### src/verilog/dcsr_pkg.sv
// package: register offsets, bit positions and timing counts for the disk status registers
`default_nettype none
package dcsr_pkg;
   localparam logic [7:0] OFS_POLARITY = 8'h63;
   localparam logic [7:0] OFS_STATUS_A = 8'h64;
   localparam logic [7:0] OFS_STATUS_B = 8'h65;
   localparam logic [7:0] OFS_EVENT = 8'h66;
   localparam logic [7:0] OFS_EVENT_EN = 8'h67;
   localparam logic [7:0] OFS_SPLIT_FIFO_1 = 8'h79;
   localparam logic [7:0] OFS_INDEX_CTR_0 = 8'h76;
   localparam logic [7:0] OFS_INDEX_CTR_1 = 8'h77;
   // polarity/control register bits
   localparam int POL_SYNC = 7;
   localparam int POL_SECTOR = 6;
   localparam int POL_INDEX = 5;
   localparam int POL_SERVO = 4;
   localparam int CTL_POP = 2;
   localparam int CTL_BUFSRC = 1;
   localparam int CTL_EXTSYNC = 0;
   localparam logic [7:0] POLARITY_RW_MASK = 8'hf7;
   localparam logic [7:0] POLARITY_RESET = 8'h00;
   // status a bits
   localparam int SA_SEED_OVR = 7;
   localparam int SA_SPLIT_PAR = 6;
   localparam int SA_RCLK_MISS = 5;
   localparam int SA_BUF_NRDY = 2;
   localparam int SA_SEC_TO = 1;
   localparam int SA_STOP_SEC = 0;
   // status b bits
   localparam int SB_SERVO_END = 7;
   localparam int SB_SERVO_CMP = 6;
   localparam int SB_INDEX = 5;
   localparam int SB_SECTOR = 4;
   localparam int SB_SEQ_OUT = 3;
   localparam int SB_SEQ_IN = 2;
   localparam int SB_SERVO_TO = 1;
   localparam int SB_IDX_ZERO = 0;
   // event bits
   localparam int EV_TWO_IDX = 7;
   localparam int EV_WAIT_TO = 6;
   localparam int EV_UNCORRECTABLE_ERROR = 5;
   localparam int EV_CORR = 3;
   localparam int EV_WRAP = 2;
   localparam int EV_SEC_OK = 1;
   localparam int EV_STOPPED = 0;
   localparam logic [7:0] EVENT_MASK = 8'hef;
   // timing, levels and widths
   localparam int CLOCK_PERIOD_NS = 50;
   localparam int RCLK_MISS_CYCLES = 16;
   localparam int FIFO_READY_LEVEL = 8;
   localparam int SECTOR_BITS = 10;
endpackage
`default_nettype wire

### src/verilog/dcsr_edge_if.sv
// interface: polarity-corrected pin edges passed from the edge block to the register top
`default_nettype none
interface dcsr_edge_if;
   logic [3:0] pol_hi;
   logic [3:0] pins;
   logic [3:0] rise;
   modport det (input pol_hi, input pins, output rise);
   modport top (output pol_hi, output pins, input rise);
endinterface
`default_nettype wire

### src/verilog/dcsr_edge_det.sv
// module: polarity selection and asserting-edge detection on four disk pins
`default_nettype none
module dcsr_edge_det (
   input wire logic clock,
   input wire logic nrst,
   dcsr_edge_if.det e
);
   typedef struct packed {
      logic [3:0] s1;
      logic [3:0] s2;
      logic [3:0] last;
   } dcsr_ed_t;
   dcsr_ed_t st_r;
   dcsr_ed_t st_nxt;
   logic [3:0] active;
   always_comb begin
      st_nxt = st_r;
      // two stages so a pin change near the clock edge cannot reach the flags
      st_nxt.s1 = e.pins;
      st_nxt.s2 = st_r.s1;
      active = st_r.s2 ^ ~e.pol_hi;
      st_nxt.last = active;
   end
   // polarity flip also moves the detected edge; rising of the corrected level
   assign e.rise = active & ~st_r.last;
   always_ff @(posedge clock) begin
      if (!nrst) begin
         // stages start at the idle level of an active-low pin: no false edge after reset
         st_r <= '{s1: 4'hf, s2: 4'hf, last: 4'h0};
      end else begin
         st_r <= st_nxt;
      end
   end
endmodule // dcsr_edge_det
`default_nettype wire

### src/verilog/dcsr_rclk_mon.sv
// module: missing read reference clock watchdog
`default_nettype none
module dcsr_rclk_mon #(
   parameter int LIMIT = dcsr_pkg::RCLK_MISS_CYCLES
) (
   input wire logic clock,
   input wire logic nrst,
   input wire logic read_ref_clock,
   output logic missing
);
   initial begin
      if (LIMIT < 2 || LIMIT > 255) $error("dcsr_rclk_mon: bad LIMIT");
   end
   typedef struct packed {
      logic s1;
      logic s2;
      logic last;
      logic [7:0] cnt;
   } dcsr_rm_t;
   dcsr_rm_t st_r;
   dcsr_rm_t st_nxt;
   always_comb begin
      st_nxt = st_r;
      st_nxt.s1 = read_ref_clock;
      st_nxt.s2 = st_r.s1;
      st_nxt.last = st_r.s2;
      if (st_r.s2 && !st_r.last) begin
         st_nxt.cnt = '0;
      end else if (st_r.cnt != 8'(LIMIT)) begin
         st_nxt.cnt = st_r.cnt + 8'h01;
      end
   end
   // a clock above half the buffer rate aliases here; watchdog only
   assign missing = (st_r.cnt == 8'(LIMIT));
   always_ff @(posedge clock) begin
      if (!nrst) begin
         st_r <= '0;
      end else begin
         st_r <= st_nxt;
      end
   end
endmodule // dcsr_rclk_mon
`default_nettype wire

### src/verilog/dcsr_regs.sv
// module: disk control, status and event register group
`default_nettype none
module dcsr_regs #(
   parameter int FIFO_LEVEL_W = 6,
   parameter int READY_LEVEL = dcsr_pkg::FIFO_READY_LEVEL
) (
   input wire logic clock,
   input wire logic nrst,
   input wire logic [7:0] addr,
   input wire logic wr_en,
   input wire logic rd_en,
   input wire logic [7:0] wdata,
   output logic [7:0] rdata,
   input wire logic sync_found_in,
   input wire logic external_sync_found_in,
   input wire logic sector_in,
   input wire logic index_in,
   input wire logic servo_end_in,
   input wire logic read_ref_clock,
   input wire logic internal_sync_found,
   input wire logic seed_overflow_ev,
   input wire logic split_parity_ev,
   input wire logic sector_valid_wait_timeout,
   input wire logic servo_compare_wait_timeout,
   input wire logic seq_wait_timeout,
   input wire logic wait_is_defect_flag,
   input wire logic clear_two_index_timeout_op,
   input wire logic uncorrectable_ev,
   input wire logic corr_threshold_ev,
   input wire logic corrected_ev,
   input wire logic sector_wrap_ev,
   input wire logic sector_good_ev,
   input wire logic seq_running,
   input wire logic [FIFO_LEVEL_W-1:0] disk_fifo_level,
   input wire logic [dcsr_pkg::SECTOR_BITS-1:0] requested_sector_num,
   input wire logic [dcsr_pkg::SECTOR_BITS-1:0] stop_sector_num,
   input wire logic [7:0] servo_end_counter,
   input wire logic [7:0] servo_compare_value,
   input wire logic gp_pin_output_en,
   input wire logic gp_out_pin,
   input wire logic gp_in_pin,
   input wire logic seq_output_fn,
   input wire logic index_counter_dec_zero,
   input wire logic byte_address_swap,
   input wire logic disk_block_reset,
   input wire logic stop_on_seed_overrun,
   input wire logic stop_on_split_parity,
   input wire logic stop_on_two_index_timeout,
   input wire logic stop_on_uncorrectable,
   input wire logic disk_event_group_irq_en,
   output logic seq_sync_found,
   output logic split_fifo_pop,
   output logic split_fifo_from_buffer_en,
   output logic external_sync_en,
   output logic seq_stop_req,
   output logic servo_overrun_flag,
   output logic disk_event_irq
);
   initial begin
      if (READY_LEVEL < 1 || READY_LEVEL >= (1 << FIFO_LEVEL_W))
         $error("dcsr_regs: READY_LEVEL does not fit FIFO_LEVEL_W");
   end
   typedef struct packed {
      logic [7:0] pol;
      logic seed_ovr;
      logic split_par;
      logic rclk_miss;
      logic sec_to;
      logic servo_end_seen;
      logic servo_compare_seen;
      logic index_seen;
      logic sector_seen;
      logic servo_to;
      logic idx_zero;
      logic [7:0] event_st;
      logic [7:0] event_en;
      logic [1:0] idx_cnt;
      logic run_last;
      logic srv_ovr;
      logic [7:0] rdata;
   } dcsr_st_t;
   dcsr_st_t st_r;
   dcsr_st_t st_nxt;
   dcsr_edge_if eif ();
   logic rclk_missing;
   logic [7:0] sa_val;
   logic [7:0] sb_val;
   logic [7:0] ev_set;

   // one-flag sticky update: hardware set beats software clear
   function automatic logic sticky(input logic cur, input logic set, input logic clr);
      sticky = set | (cur & ~clr);
   endfunction

   assign eif.pol_hi = {st_r.pol[dcsr_pkg::POL_SECTOR], st_r.pol[dcsr_pkg::POL_INDEX],
                        st_r.pol[dcsr_pkg::POL_SERVO], st_r.pol[dcsr_pkg::POL_SYNC]};
   assign eif.pins = {sector_in, index_in, servo_end_in, external_sync_found_in};

   dcsr_edge_det u_edge (
      .clock(clock),
      .nrst(nrst),
      .e(eif.det)
   );

   dcsr_rclk_mon u_rclk (
      .clock(clock),
      .nrst(nrst),
      .read_ref_clock(read_ref_clock),
      .missing(rclk_missing)
   );

   logic wr_pol;
   logic wr_sa;
   logic wr_sb;
   logic wr_ev;
   logic wr_en_reg;
   logic wr_idx_hi;
   logic servo_edge;
   logic idx_edge;
   logic sec_edge;
   logic two_idx_hit;

   always_comb begin
      wr_pol = wr_en && addr == dcsr_pkg::OFS_POLARITY;
      wr_sa = wr_en && addr == dcsr_pkg::OFS_STATUS_A;
      wr_sb = wr_en && addr == dcsr_pkg::OFS_STATUS_B;
      wr_ev = wr_en && addr == dcsr_pkg::OFS_EVENT;
      wr_en_reg = wr_en && addr == dcsr_pkg::OFS_EVENT_EN;
      // upper counter byte moves to the low address when bytes are swapped
      wr_idx_hi = wr_en && (addr == (byte_address_swap ? dcsr_pkg::OFS_INDEX_CTR_0
                                                       : dcsr_pkg::OFS_INDEX_CTR_1));
      servo_edge = eif.rise[1];
      idx_edge = eif.rise[2];
      sec_edge = eif.rise[3];
      two_idx_hit = idx_edge && st_r.idx_cnt == 2'd1 && !clear_two_index_timeout_op;
      ev_set = '0;
      ev_set[dcsr_pkg::EV_TWO_IDX] = two_idx_hit;
      ev_set[dcsr_pkg::EV_WAIT_TO] = seq_wait_timeout && !wait_is_defect_flag;
      ev_set[dcsr_pkg::EV_UNCORRECTABLE_ERROR] = uncorrectable_ev || corr_threshold_ev;
      ev_set[dcsr_pkg::EV_CORR] = corrected_ev;
      ev_set[dcsr_pkg::EV_WRAP] = sector_wrap_ev;
      ev_set[dcsr_pkg::EV_SEC_OK] = sector_good_ev;
      ev_set[dcsr_pkg::EV_STOPPED] = st_r.run_last && !seq_running;
   end

   always_comb begin
      sa_val = '0;
      sa_val[dcsr_pkg::SA_SEED_OVR] = st_r.seed_ovr;
      sa_val[dcsr_pkg::SA_SPLIT_PAR] = st_r.split_par;
      sa_val[dcsr_pkg::SA_RCLK_MISS] = st_r.rclk_miss;
      sa_val[dcsr_pkg::SA_BUF_NRDY] =
         disk_fifo_level < FIFO_LEVEL_W'(READY_LEVEL);
      sa_val[dcsr_pkg::SA_SEC_TO] = st_r.sec_to;
      sa_val[dcsr_pkg::SA_STOP_SEC] = requested_sector_num == stop_sector_num;
      sb_val = '0;
      sb_val[dcsr_pkg::SB_SERVO_END] = st_r.servo_end_seen;
      sb_val[dcsr_pkg::SB_SERVO_CMP] = st_r.servo_compare_seen;
      sb_val[dcsr_pkg::SB_INDEX] = st_r.index_seen;
      sb_val[dcsr_pkg::SB_SECTOR] = st_r.sector_seen;
      sb_val[dcsr_pkg::SB_SEQ_OUT] = gp_pin_output_en ? gp_out_pin : seq_output_fn;
      sb_val[dcsr_pkg::SB_SEQ_IN] = gp_pin_output_en ? 1'b0 : gp_in_pin;
      sb_val[dcsr_pkg::SB_SERVO_TO] = st_r.servo_to;
      sb_val[dcsr_pkg::SB_IDX_ZERO] = st_r.idx_zero;
   end

   always_comb begin
      st_nxt = st_r;
      if (wr_pol) begin
         st_nxt.pol = wdata & dcsr_pkg::POLARITY_RW_MASK;
      end
      st_nxt.seed_ovr = sticky(st_r.seed_ovr, seed_overflow_ev,
                               wr_sa && wdata[dcsr_pkg::SA_SEED_OVR]);
      st_nxt.split_par = sticky(st_r.split_par, split_parity_ev,
                                wr_sa && wdata[dcsr_pkg::SA_SPLIT_PAR]);
      st_nxt.rclk_miss = sticky(st_r.rclk_miss, rclk_missing,
                                disk_block_reset || (wr_sa && wdata[dcsr_pkg::SA_RCLK_MISS]));
      st_nxt.sec_to = sticky(st_r.sec_to, sector_valid_wait_timeout,
                             wr_sa && wdata[dcsr_pkg::SA_SEC_TO]);
      st_nxt.servo_to = sticky(st_r.servo_to, servo_compare_wait_timeout,
                               wr_sb && wdata[dcsr_pkg::SB_SERVO_TO]);
      st_nxt.servo_end_seen = sticky(st_r.servo_end_seen, servo_edge,
                                     wr_sb && wdata[dcsr_pkg::SB_SERVO_END]);
      st_nxt.servo_compare_seen = sticky(st_r.servo_compare_seen,
                                         servo_edge && servo_end_counter == servo_compare_value,
                                         wr_sb && wdata[dcsr_pkg::SB_SERVO_CMP]);
      st_nxt.index_seen = sticky(st_r.index_seen, idx_edge,
                                 wr_sb && wdata[dcsr_pkg::SB_INDEX]);
      st_nxt.sector_seen = sticky(st_r.sector_seen, sec_edge,
                                  wr_sb && wdata[dcsr_pkg::SB_SECTOR]);
      st_nxt.idx_zero = sticky(st_r.idx_zero, index_counter_dec_zero, wr_idx_hi);
      // two-index counter restarts on the sequencer decode
      if (clear_two_index_timeout_op) begin
         st_nxt.idx_cnt = 2'd0;
      end else if (idx_edge && st_r.idx_cnt != 2'd2) begin
         st_nxt.idx_cnt = st_r.idx_cnt + 2'd1;
      end
      st_nxt.event_st = (ev_set | (st_r.event_st & ~(wr_ev ? wdata : 8'h00)))
                        & dcsr_pkg::EVENT_MASK;
      if (wr_en_reg) begin
         st_nxt.event_en = wdata & dcsr_pkg::EVENT_MASK;
      end
      st_nxt.run_last = seq_running;
      st_nxt.srv_ovr = seq_wait_timeout && wait_is_defect_flag;
      unique case (addr)
         dcsr_pkg::OFS_POLARITY: st_nxt.rdata = st_r.pol;
         dcsr_pkg::OFS_STATUS_A: st_nxt.rdata = sa_val;
         dcsr_pkg::OFS_STATUS_B: st_nxt.rdata = sb_val;
         dcsr_pkg::OFS_EVENT: st_nxt.rdata = st_r.event_st;
         dcsr_pkg::OFS_EVENT_EN: st_nxt.rdata = st_r.event_en;
         default: st_nxt.rdata = 8'h00;
      endcase
      if (!rd_en) begin
         st_nxt.rdata = st_r.rdata;
      end
   end

   assign rdata = st_r.rdata;
   assign split_fifo_pop = rd_en && addr == dcsr_pkg::OFS_SPLIT_FIFO_1
                           && st_r.pol[dcsr_pkg::CTL_POP];
   assign split_fifo_from_buffer_en = st_r.pol[dcsr_pkg::CTL_BUFSRC];
   assign external_sync_en = st_r.pol[dcsr_pkg::CTL_EXTSYNC];
   // external mark uses its programmed polarity; offset alignment lives in the sequencer
   assign seq_sync_found = external_sync_en ? eif.rise[0] : internal_sync_found;
   assign seq_stop_req = (st_r.seed_ovr && stop_on_seed_overrun)
                         || (st_r.split_par && stop_on_split_parity)
                         || (st_r.event_st[dcsr_pkg::EV_TWO_IDX] && stop_on_two_index_timeout)
                         || (st_r.event_st[dcsr_pkg::EV_UNCORRECTABLE_ERROR] && stop_on_uncorrectable);
   assign servo_overrun_flag = st_r.srv_ovr;
   assign disk_event_irq = disk_event_group_irq_en
                           && |(st_r.event_st & st_r.event_en);

   always_ff @(posedge clock) begin
      if (!nrst) begin
         st_r <= '0;
      end else begin
         st_r <= st_nxt;
      end
   end
endmodule // dcsr_regs
`default_nettype wire
### config.mk
export PLATFORM = sky130hd
export DESIGN_NAME = dcsr_regs
export DESIGN_NICKNAME = d
export VERILOG_FILES = /design/src/verilog/dcsr_pkg.sv /design/src/verilog/dcsr_edge_if.sv /design/src/verilog/dcsr_edge_det.sv /design/src/verilog/dcsr_rclk_mon.sv /design/src/verilog/dcsr_regs.sv
export SDC_FILE = /design/constraint.sdc
export NUM_CORES = 1
export LEC_CHECK = 0
export ABC_CLOCK_PERIOD_IN_PS = 2200
export BUFFER_PORTS_ARGS = -buffer_cell sky130_fd_sc_hd__buf_2
export CAP_MARGIN = 30
export CORE_MARGIN = 1.5
export CORE_UTILIZATION = 45
export CTS_CLUSTER_SIZE = 16
export DETAILED_ROUTE_END_ITERATION = 10
export PLACE_DENSITY_LB_ADDON = 0.08
export SYNTH_ARGS = -nofsm -noshare
export SYNTH_HDL_FRONTEND = slang
export SYNTH_SLANG_ARGS = --single-unit
### constraint.sdc
create_clock -name clock -period 2.2 [get_ports clock]
set_clock_uncertainty 0.15 [all_clocks]
set_input_delay 0.33 -clock clock [delete_from_list [all_inputs] [get_ports clock]]
set_output_delay 0.33 -clock clock [all_outputs]
set_load 0.02 [all_outputs]
==> metrics.txt <==
RSZ-0062 raised after global routing false; Worst Path Required 1720 ps; pin slew with the least headroom to its limit 444 ps; Unique masters post-synth 56; largest net degree at the start of global routing 33; average vias per placed instance approximately 5; Final Hold Fails 0; Die Span Y 86.8 um; Die W 86.8 um; Slowest Stage Delay on Critical Path about 400 ps; DR DRC count 0; pwr dens 651 nW/um^2; vias post-DR 2797; Arr. time, crit path 1440 ps; max-slew violations 0; Syn Nets 450; Fillers 647; GRT Total Usage 0.213; DIE AREA 7540 um^2; post-CTS setup buffer count 0; Crit-path slowest cell a222oi_1; CTS Buf Count 9; Synth area leaders dfxtp_1 42%, mux2i_1 6.0%, xnor2_1 5.8%; Crit path max-delay family compound AO/OA/AOI/OAI gates; Port Buffer Count 104; # IOs 109; first-pass detailed-route iteration total 4; global route overflow 0; Post-Synthesis Cell Area 3160 um^2; clock transition at the registers of the reported paths 70 ps; first-pass GRT wire length 12.1 mm; clock latency on the worst-skew pair 340 ps; Post-Layout Cell Count 557; Critical Path End Type primary output; Core Area 6790 um^2; cell depth of the worst setup path 3; Worst setup SP type flop; Post-synth EDFFs 0; Starting Density 0.466; placed standard-cell area about 3700 um^2; synth cell count leaders 66 x dfxtp_1, 34 x nor2_1, 22 x inv_1; status finished clean; hold depth 2; vias in the first global route 2593; WL per Instance about 14 um; Final GP Congestion approximately 0.8; DRC marker count from the first detailed-route iteration roughly 170; count leader, synth dfxtp_1; Setup Viol. Count Final 0; ys async rst share 0; TNS Setup 0 ps; routed wire length 7.76 mm; Max Clk Rate 0.520 GHz; cell count after synthesis 352; nets@finish 554; hold crit path type input pin to flop; initial antenna violation count 0; Post-DRT Antenna Nets 0; Final Cell Area ~4000 um^2; Main synth FF type dfxtp_1; period utilization 0.874; worst-case clock buffer depth 2; Synth Register Bits 66; Buf/Inv on CP 1; R2R depth 6; worst-path cell chain a222oi_1 -> a31oi_1 -> buf_2; Synth top area share 0.418; layout cells sized above 1 0.295; Worst VDD drop roughly 500 uV; Slew HR 0.697; Crit Path Class flop to primary output; max_cap viols 0; Root Buffer clkbuf_8; Ant. Diodes 0; leak pwr 0.00182 uW; cell taking the most area after synthesis dfxtp_1; area delta synth->final 25.6%; CTS H-Tree Depth 3; row count 30; TritonCTS clock tree yes; dpl hpwl 5.88 mm; YS warnings 0; Synth Area per Inst 8.99 um^2; sequential fraction of the synthesis area 0.418; dpl cells between 500 and 600; post_cts resized 0; post-route minimum period 1920 ps; count of clock tree sinks 66; critical path peak fanout 3
## logic make-up after synthesis
logic type,Yosys count,synth area share
buffers and inverters,47,0.0712
muxes,21,0.0672
adders and majority gates,4,0.0158
DFF,66,0.418
and+or+nand+nor,114,0.187
AOI/OAI and AO/OA,69,0.155
xor gates and xnor gates,31,0.0858
## state kept, by name, indices dropped and copies added (netlist names)
name	count
u_rclk.st_r	9
u_edge.st_nxt	4
sa_val	4
external_sync_en	1
u_edge.st_r	8
servo_overrun_flag	1
st_r	18
sb_val	6
split_fifo_from_buffer_en	1
u_rclk.st_nxt	2
eif.pol_hi	4
rdata	8
## routing by layer
metal | global-route usage | up-vias | part of all wire
met3 | 0.0467 | 10 | 0.059
li1 | - | 1436 | -
met2 | 0.339 | 85 | 0.47
met5 | 0 | - | 0
met1 | 0.280 | 1266 | 0.46
met4 | 0.0865 | 0 | 0.013
## report_power, final
| group | total [uW] | internal [uW] | switching, uW |
|---|---|---|---|
| clock | 1030 | 553 | 479 |
| sequential | 1250 | 1230 | 21.6 |
| combinational | 302 | 149 | 152 |
## per-stage QoR
stage	setup WS, ps	utilization	hold slack (ps)	total power, uW
after floorplan	513	-	236	1430
after global placement	308	0.552	239	1570
after detailed placement	304	0.552	248	1580
after CTS	282	0.585	3.41	2610
after global routing	233	0.585	23.6	2700
final	277	0.585	13.6	2590
## area by class of cell
| type | instances | area, um^2 | area share |
|---|---|---|---|
| Sequential cell | 66 | 1320 | 0.333 |
| Clock buffer | 10 | 138 | 0.0347 |
| Timing Repair Buffer | 117 | 623 | 0.157 |
| Tap cell | 96 | 120 | 0.0302 |
| Clock inverter | 6 | 66.3 | 0.0167 |
| Inverter | 23 | 86.3 | 0.0217 |
| Multi-Input combinational cell | 239 | 1620 | 0.407 |
## worst register-to-register path, delay by kind of cell (launching register included)
kind	cells	cell delay (ps)
and+or+nand+nor	4	820
DFF	1	350
adders and majority gates	1	130
buffers and inverters	1	70
## timing repair
action | in CTS | in global routing
hold buffers | 2 | 0
endpoints found under the setup margin | 0 | 0
endpoints found under the hold margin | 2 | 0
## final timing paths
path                    start  slack [ps]                to
max                  st_r[21]         280    disk_event_irq
min                  index_in          10  u_edge.st_nxt[6]
max reg2reg    u_rclk.st_r[0]         580    u_rclk.st_r[7]
min reg2reg  u_edge.st_nxt[4]         260    u_edge.st_r[4]
## layout by cell type (no fill, tap or decap), types with 4 or more instances in the layout
master,n
clkbuf_8,10
nand3_1,11
o21ai_0,9
a41oi_1,7
mux2i_1,19
xnor2_1,21
nor2b_1,4
a22oi_1,5
dfxtp_1,66
a31oi_1,8
inv_1,22
buf_2,104
a21oi_1,6
and3_1,5
buf_4,11
a221o_1,4
nand4_1,5
ha_1,4
o21ai_1,7
nand2_1,21
xor2_1,10
nand2b_1,13
nor2_1,34
and2_1,4
(Power assumes the default switching activity.)
